## config.mk

```make
export PLATFORM = sky130hd
export DESIGN_NAME = cts_seq
export DESIGN_NICKNAME = d
export VERILOG_FILES = /design/src/cts_pkg.sv /design/src/cts_dec_if.sv /design/src/cts_len_dec.sv /design/src/cts_seq.sv
export SDC_FILE = /design/constraint.sdc
export NUM_CORES = 1
export LEC_CHECK = 0
export ABC_AREA = 0
export BUFFER_PORTS_ARGS = -buffer_cell sky130_fd_sc_hd__buf_2
export CAP_MARGIN = 0
export CORE_ASPECT_RATIO = 1.5
export CORE_UTILIZATION = 42
export CTS_BUF_LIST = sky130_fd_sc_hd__clkbuf_8 sky130_fd_sc_hd__clkbuf_16
export DETAILED_ROUTE_END_ITERATION = 8
export PLACE_DENSITY = 0.7
export SKIP_LAST_GASP = 1
export SLEW_MARGIN = 30
export SYNTH_ARGS = -nofsm -noshare
export SYNTH_HDL_FRONTEND = slang
export SYNTH_SLANG_ARGS = --single-unit
```

## constraint.sdc

```tcl
create_clock -name CLK_SYS_IN -period 1.95 [get_ports CLK_SYS_IN]
set_input_delay 0.195 -clock CLK_SYS_IN [delete_from_list [all_inputs] [get_ports CLK_SYS_IN]]
set_output_delay 0.195 -clock CLK_SYS_IN [all_outputs]
set_load 0.1 [all_outputs]
```

## src/cts_pkg.sv

```systemverilog
// Package of constants and types for the cycle timing sequencer
package cts_pkg;

  // ****************************************************************
  // Machine cycle structure
  // ****************************************************************
  localparam int          STATES_PER_MC  = 4;
  localparam int          MAX_MC         = 9;
  localparam logic [3:0]  MC_ONE         = 4'h1;
  localparam logic [3:0]  MC_TWO         = 4'h2;
  localparam logic [3:0]  MC_THREE       = 4'h3;
  localparam logic [3:0]  MC_FOUR        = 4'h4;
  localparam logic [3:0]  MC_FIVE        = 4'h5;

  // ****************************************************************
  // Clock control stretch field
  // ****************************************************************
  localparam int          STRETCH_LSB    = 0;
  localparam int          STRETCH_W      = 3;
  localparam logic [2:0]  STRETCH_RST    = 3'h1;

  // ****************************************************************
  // Opcodes with special timing
  // ****************************************************************
  localparam logic [7:0]  OP_XMOV_RD_DP  = 8'he0;
  localparam logic [7:0]  OP_XMOV_RD_R0  = 8'he2;
  localparam logic [7:0]  OP_XMOV_RD_R1  = 8'he3;
  localparam logic [7:0]  OP_XMOV_WR_DP  = 8'hf0;
  localparam logic [7:0]  OP_XMOV_WR_R0  = 8'hf2;
  localparam logic [7:0]  OP_XMOV_WR_R1  = 8'hf3;
  localparam logic [7:0]  OP_COMPARE_JUMP_NOT_EQUAL_LO     = 8'hb4;
  localparam logic [7:0]  OP_COMPARE_JUMP_NOT_EQUAL_HI     = 8'hbf;
  localparam logic [7:0]  OP_DECREMENT_JUMP_NONZERO_REG_LO = 8'hd8;
  localparam logic [7:0]  OP_DECREMENT_JUMP_NONZERO_REG_HI = 8'hdf;
  localparam logic [7:0]  OP_DECREMENT_JUMP_NONZERO_DIR    = 8'hd5;
  localparam logic [7:0]  OP_JBC         = 8'h10;
  localparam logic [7:0]  OP_LCALL       = 8'h12;
  localparam logic [7:0]  OP_LJMP        = 8'h02;
  localparam logic [7:0]  OP_JB          = 8'h20;
  localparam logic [7:0]  OP_JNB         = 8'h30;
  localparam logic [7:0]  OP_SJMP        = 8'h80;
  localparam logic [7:0]  OP_JZ          = 8'h60;
  localparam logic [7:0]  OP_JNZ         = 8'h70;
  localparam logic [7:0]  OP_JC          = 8'h40;
  localparam logic [7:0]  OP_JNC         = 8'h50;
  localparam logic [7:0]  OP_RET         = 8'h22;
  localparam logic [7:0]  OP_RETI        = 8'h32;
  localparam logic [7:0]  OP_JMP_IND     = 8'h73;
  localparam logic [7:0]  OP_MUL         = 8'ha4;
  localparam logic [7:0]  OP_DIV         = 8'h84;
  localparam logic [4:0]  OP_AJMP_LOW    = 5'h01;
  localparam logic [4:0]  OP_ACALL_LOW   = 5'h11;

  // ****************************************************************
  // Clock states within a machine cycle, Gray order
  // ****************************************************************
  typedef enum logic [1:0] {
    ST_1 = 2'b00,
    ST_2 = 2'b01,
    ST_3 = 2'b11,
    ST_4 = 2'b10
  } cts_state_t;

endpackage : cts_pkg

```

## src/cts_dec_if.sv

```systemverilog
// Interface between sequencer and opcode length decoder
`timescale 1ns/10ps
interface cts_dec_if;
  logic [7:0] opcode;
  logic [2:0] stretch;
  logic [3:0] mc_len;
  logic       is_xmov;
  logic       xmov_wr;

  modport seq (output opcode, output stretch, input mc_len, input is_xmov, input xmov_wr);
  modport dec (input opcode, input stretch, output mc_len, output is_xmov, output xmov_wr);
endinterface : cts_dec_if

```

## src/cts_len_dec.sv

```systemverilog
// Opcode to machine cycle count decoder
`timescale 1ns/10ps
module cts_len_dec (
  cts_dec_if.dec dec
);
  import cts_pkg::*;

  // ****************************************************************
  // Length decode
  // ****************************************************************
  logic [7:0] op;

  always_comb begin
    op          = dec.opcode;
    dec.is_xmov = 1'b0;
    dec.xmov_wr = 1'b0;
    dec.mc_len  = MC_ONE;
    if (op == OP_XMOV_RD_DP || op == OP_XMOV_RD_R0 || op == OP_XMOV_RD_R1 ||
        op == OP_XMOV_WR_DP || op == OP_XMOV_WR_R0 || op == OP_XMOV_WR_R1) begin
      dec.is_xmov = 1'b1;
      dec.xmov_wr = op[4];
      dec.mc_len  = MC_TWO + {1'b0, dec.stretch};
    end else if (op >= OP_COMPARE_JUMP_NOT_EQUAL_LO && op <= OP_COMPARE_JUMP_NOT_EQUAL_HI) begin
      dec.mc_len = MC_FOUR;
    end else if (op >= OP_DECREMENT_JUMP_NONZERO_REG_LO && op <= OP_DECREMENT_JUMP_NONZERO_REG_HI) begin
      dec.mc_len = MC_THREE;
    end else if (op == OP_DECREMENT_JUMP_NONZERO_DIR || op == OP_JBC) begin
      dec.mc_len = MC_FOUR;
    end else if (op == OP_LCALL || op == OP_LJMP || op == OP_JB || op == OP_JNB) begin
      dec.mc_len = MC_FOUR;
    end else if (op[4:0] == OP_AJMP_LOW || op[4:0] == OP_ACALL_LOW || op == OP_SJMP ||
                 op == OP_JZ || op == OP_JNZ || op == OP_JC || op == OP_JNC) begin
      dec.mc_len = MC_THREE;
    end else if (op == OP_MUL || op == OP_DIV) begin
      dec.mc_len = MC_FIVE;
    end else if (op == OP_RET || op == OP_RETI || op == OP_JMP_IND) begin
      dec.mc_len = MC_TWO;
    end else if (op[7:4] != 4'h0 && (op[3:0] == 4'h5 || op[3:0] == 4'h2 ||
                 op[3:0] == 4'h3 || op[3:0] == 4'h4)) begin
      dec.mc_len = MC_TWO;
    end
  end

endmodule // cts_len_dec

```

## src/cts_seq.sv

```systemverilog
// Machine cycle and clock state sequencer with data move stretch
`timescale 1ns/10ps
// Operation
// - Four clock states per machine cycle, fixed order
// - Both clock edges used for timing
// - At most one opcode fetch per cycle
// - More than half of opcodes complete in one cycle
// - Two-cycle group, mostly two bytes
// - Cycle count from decoder, not bytes
// - Data move takes two to nine cycles
// - Read/write strobe lengthens with stretch
// - Remaining opcodes take three to five cycles
// - Exactly one of five length categories
// - Compare-jump opcodes take four cycles
// - Stretch from control bits two to zero
// - Stretch affects only data move
module cts_seq (
  input  wire logic                      CLK_SYS_IN,
  input  wire logic                      NRST_IN,
  input  wire logic                      RUN_IN,
  input  wire logic [7:0]                OPCODE_IN,
  input  wire logic [7:0]                CLOCK_CONTROL_REG_IN,
  output logic [1:0]                     STATE_OUT,
  output logic                           FETCH_OUT,
  output logic                           INSTR_DONE_OUT,
  output logic [3:0]                     MC_LEN_OUT,
  output logic [3:0]                     MC_COUNT_OUT,
  output logic                           CLK_HALF_OUT,
  output logic                           RD_N_OUT,
  output logic                           WR_N_OUT
);
  import cts_pkg::*;

  // ****************************************************************
  // Decoder hookup
  // ****************************************************************
  cts_dec_if dif ();
  cts_len_dec u_dec (.dec(dif));

  logic [7:0] opcode_r, opcode_nxt;
  logic [2:0] stretch_r, stretch_nxt;
  logic [3:0] len_r, len_nxt;
  logic [3:0] mc_r, mc_nxt;
  cts_state_t st_r, st_nxt;
  logic       busy_r, busy_nxt;
  logic       fetch_r, fetch_nxt;
  logic       done_r, done_nxt;
  logic       rd_n_r, rd_n_nxt;
  logic       wr_n_r, wr_n_nxt;
  logic       xmov_r, xmov_nxt;
  logic       xwr_r, xwr_nxt;
  logic       fall_r;
  logic       rise_r;

  assign dif.opcode  = OPCODE_IN;
  assign dif.stretch = stretch_r;

  // ****************************************************************
  // Next state
  // ****************************************************************
  always_comb begin
    opcode_nxt  = opcode_r;
    stretch_nxt = CLOCK_CONTROL_REG_IN[STRETCH_LSB +: STRETCH_W];
    len_nxt     = len_r;
    mc_nxt      = mc_r;
    busy_nxt    = busy_r;
    fetch_nxt   = 1'b0;
    done_nxt    = 1'b0;
    xmov_nxt    = xmov_r;
    xwr_nxt     = xwr_r;
    rd_n_nxt    = rd_n_r;
    wr_n_nxt    = wr_n_r;
    unique case (st_r)
      ST_1: st_nxt = ST_2;
      ST_2: st_nxt = ST_3;
      ST_3: st_nxt = ST_4;
      ST_4: st_nxt = ST_1;
    endcase
    if (st_r == ST_4) begin
      if (!busy_r || mc_r == len_r) begin
        done_nxt = busy_r;
        rd_n_nxt = 1'b1;
        wr_n_nxt = 1'b1;
        xmov_nxt = 1'b0;
        if (RUN_IN) begin
          fetch_nxt  = 1'b1;
          opcode_nxt = OPCODE_IN;
          len_nxt    = dif.mc_len;
          xmov_nxt   = dif.is_xmov;
          xwr_nxt    = dif.xmov_wr;
          mc_nxt     = MC_ONE;
          busy_nxt   = 1'b1;
        end else begin
          busy_nxt = 1'b0;
        end
      end else begin
        mc_nxt = mc_r + MC_ONE;
        if (xmov_r && mc_r == MC_ONE) begin
          rd_n_nxt = xwr_r;
          wr_n_nxt = !xwr_r;
        end
      end
    end
  end

  // ****************************************************************
  // Registers
  // ****************************************************************
  always_ff @(posedge CLK_SYS_IN or negedge NRST_IN) begin
    if (!NRST_IN) begin
      opcode_r  <= 8'h00;
      stretch_r <= STRETCH_RST;
      len_r     <= MC_ONE;
      mc_r      <= MC_ONE;
      st_r      <= ST_1;
      busy_r    <= 1'b0;
      fetch_r   <= 1'b0;
      done_r    <= 1'b0;
      rd_n_r    <= 1'b1;
      wr_n_r    <= 1'b1;
      xmov_r    <= 1'b0;
      xwr_r     <= 1'b0;
      rise_r    <= 1'b0;
    end else begin
      opcode_r  <= opcode_nxt;
      stretch_r <= stretch_nxt;
      len_r     <= len_nxt;
      mc_r      <= mc_nxt;
      st_r      <= st_nxt;
      busy_r    <= busy_nxt;
      fetch_r   <= fetch_nxt;
      done_r    <= done_nxt;
      rd_n_r    <= rd_n_nxt;
      wr_n_r    <= wr_n_nxt;
      xmov_r    <= xmov_nxt;
      xwr_r     <= xwr_nxt;
      rise_r    <= ~rise_r;
    end
  end

  // Falling edge phase marker
  always_ff @(negedge CLK_SYS_IN or negedge NRST_IN) begin
    if (!NRST_IN) begin
      fall_r <= 1'b0;
    end else begin
      fall_r <= rise_r;
    end
  end

  // ****************************************************************
  // Outputs
  // ****************************************************************
  assign STATE_OUT      = st_r;
  assign FETCH_OUT      = fetch_r;
  assign INSTR_DONE_OUT = done_r;
  assign MC_LEN_OUT     = len_r;
  assign MC_COUNT_OUT   = mc_r;
  assign CLK_HALF_OUT   = fall_r;
  assign RD_N_OUT       = rd_n_r;
  assign WR_N_OUT       = wr_n_r;

endmodule // cts_seq

```

==> results_dict.tcl <==
set metrics [dict create \
    drc 0 \
    p_sw_w 0.000949 \
    yosys_warnings 0 \
    seqPwrFrac_pct 36.4 \
    path_class "flip-flop to output port" \
    fin_tns_setup_ns -0.116 \
    dr_wl_met2_um 1260 \
    drive_above_1_share_pct 37.1 \
    crit_fanout 1 \
    swShare_pct 49.3 \
    syn_area_per_cell_um2 10.3 \
    violations "setup timing" \
    skew_ns 0.0115 \
    dieArea_um2 2850 \
    critPathLaunchType "flip-flop" \
    port_buffers 28 \
    drt-total-wl_um 2320 \
    final-hold-violation-count 0 \
    wl_met3_um 67 \
    die_x_um 43.9 \
    grt_usage_pct 18.5 \
    cpMaxStageDelayCell "dfrtn_1" \
    hold_path_class "input pin to flip-flop" \
    numCtsBuffers 3 \
    syn_area_um2 1110 \
    clockPowerShare_pct 16.9 \
    ys_async_sr_fraction_pct 100 \
    drt-met1-wl_um 922 \
    synthCells 107 \
    wl_per_cell_um 13.9 \
    pwr-share-comb_pct 46.7 \
    cts_sinks 22 \
    final_area_um2 1410 \
    cp_num_buf_inv 1 \
    fin_nets 166 \
    p_int_w 0.000975 \
    synthFlopType "dfrtp_1" \
    dpl_cell_area_um2 1340 \
    cts_resized 0 \
    first_pass_iters 6 \
    pre_cts_slack_ns 0.163 \
    critPathTopFamily "flip-flops" \
    place_congestion 0.810 \
    ctsLongestPathBuffers 2 \
    run_status "finished, violations left" \
    cpPeakStageDelay_ns 0.44 \
    crit_path_end_kind "output port" \
    p_per_area_nw_per_um2 1370 \
    worstMarginPinSlew_ns 0.488 \
    synth_top_family_by_area "simple AND/OR/NAND/NOR gates" \
    io_pins 34 \
    clk_transition_reported_paths_ns 0.08 \
    clk_latency_ns 0.28 \
    antenna_left 0 \
    finalMaxSlewViolations 0 \
    vias 924 \
    worst_ep_arrival_time_ns 1.87 \
    synth_simple_gate_area_share_pct 22.3 \
    synth_compound_area_share_pct 14.9 \
    synth-seq-cells 22 \
    rsz0062_at_grt "true" \
    p_leak_nw 0.650 \
    grt_max_degree 22 \
    overflow 0 \
    totalPowerFinal_w 0.00192 \
    slew_headroom_pct 67.7 \
    tritoncts "yes" \
    worstPathRequired_ns 1.75 \
    cap_viol_max_count 0 \
    drtIter0Drc 22 \
    hpwl_um 1820 \
    grt_pass1_wl_um 3800 \
    crit_chain "buf_12" \
    start_util_pct 44.6 \
    core_um2 2480 \
    setup_viol 1 \
    top_layer_used "met4" \
    synth_edf_count 0 \
    ys_types 37 \
    drt-vias-per-instance 5.53 \
    peakVddDrop_mv 0.807 \
    root_buffer "clkbuf_8" \
    fp.dieH_um 64.9 \
    synth_fa_ha_area_share_pct 3.39 \
    ys_seq_area_share_pct 50.3 \
    grt_pass1_vias 839 \
    synth.area.mux_share_pct 3.17 \
    n_antenna_cell 0 \
    cts_max_level 1 \
    antenna_found_initial 0 \
    synth_nets 129 \
    rows 22 \
    area_delta_synth_final_pct 27.3 \
    finalWorstSetupSlack_ns -0.116 \
    postCtsSetupBuffers 0 \
    synthXorXnorAreaFrac_pct 3.17 \
]
[cell families (layout without fill, tap and decap cells)]
| group | after synthesis | after routing |
|---|---|---|
| simple gates | 46 | 46 |
| xor+xnor | 4 | 4 |
| mux | 3 | 3 |
| compound gates | 21 | 21 |
| fa+ha+maj | 3 | 3 |
| flops | 22 | 22 |
| buf+inv | 8 | 44 |
[area by class of cell]
class	instances	area, um2
multi-input combinational	77	519
sequential	22	582
fill	229	1070
timing repair buffer	33	195
tap	24	30.0
clock buffer	4	55.1
inverter	7	26.3
[registers in the layout, indices dropped and copies added, names as in the netlist]
signal and flops:
busy_r 1, rise_r 1, STATE_OUT 2, MC_LEN_OUT 4, WR_N_OUT 1, xmov_r 1
FETCH_OUT 1, RD_N_OUT 1, xwr_r 1, INSTR_DONE_OUT 1, CLK_HALF_OUT 1, MC_COUNT_OUT 4
dif.stretch 3
[what timing repair did]
action,in CTS,in global routing
endpoints found under the hold margin,16,0
hold buffers,1,0
endpoints found under the setup margin,1,1
pin swaps,0,0
[cells in the mapped netlist (2+ instances only)]
cell / count / share of area, %
dfrtp_1: 16 / 36
a21oi_1: 2 / 0.91
nand2b_1: 2 / 1.1
dfstp_2: 5 / 12
a2111oi_2: 2 / 2.7
ha_1: 3 / 3.4
or4_1: 2 / 1.4
nor3_1: 5 / 2.3
mux2i_1: 2 / 1.8
inv_1: 6 / 2.0
and4b_1: 2 / 1.8
xor2_1: 4 / 3.2
o21ai_0: 2 / 0.91
nor4_1: 2 / 1.1
nand3_1: 3 / 1.4
nor2_1: 3 / 1.0
nand2_1: 18 / 6.1
nor2b_1: 3 / 1.7
o21ai_1: 7 / 3.2
[placed cells by master (no fill, tap or decap), types with 2 or more instances in the layout]
cell type   n
ha_1        3
nand2_1    18
o21ai_0     2
buf_2      27
nor4_1      2
dfrtp_1    10
xor2_1      4
and4b_1     2
clkbuf_8    4
nor3_1      5
nor2b_1     3
dfrtp_4     4
dfstp_2     3
a21oi_1     2
dfrtp_2     2
nor2_1      3
nand2b_1    2
mux2i_1     2
dfstp_4     2
buf_4       4
or4_1       2
o21ai_1     7
nand3_1     3
inv_1       6
a2111oi_2   2
[per-layer routing]
| layer | vias to the layer above | GRT usage, % |
|---|---|---|
| met4 | 0 | 12.5 |
| met1 | 436 | 19.2 |
| met5 | - | 0 |
| met3 | 5 | 1.67 |
| li1 | 456 | - |
| met2 | 27 | 33.4 |
[power by group through the flow]
stage               clock (W)  sequential (W)  combinational [W]
floorplan                   0         0.00117           0.000261
global placement            0        0.000704           0.000884
detailed placement          0        0.000709           0.000900
CTS                  0.000333        0.000702           0.000904
global route         0.000348        0.000717           0.000948
finish               0.000326        0.000699           0.000899
[metrics by stage]
step | instances | util, % | hold WS [ns]
floorplan | 107 | - | -0.101
global placement | 162 | 54.2 | 0.243
detailed placement | 162 | 54.2 | 0.256
CTS | 167 | 56.8 | 0.0218
global route | 167 | 56.8 | 0.0186
finish | 167 | 56.8 | 0.0249
[final timing paths]
path / endpoint / from / slack [ns] / cells after the start
max: CLK_HALF_OUT / CLK_HALF_OUT / -0.12 / 1
min: dif.stretch[0] / CLOCK_CONTROL_REG_IN[0] / 0.02 / 1
max reg2reg: xmov_r / MC_COUNT_OUT[3] / 0.23 / 6
min reg2reg: STATE_OUT[1] / STATE_OUT[0] / 0.42 / 0
max in group asynchronous: CLK_HALF_OUT / NRST_IN / 0.70 / 2
min in group asynchronous: xwr_r / NRST_IN / 0.48 / 3
No activity file was read; power rests on OpenSTA's default activity.
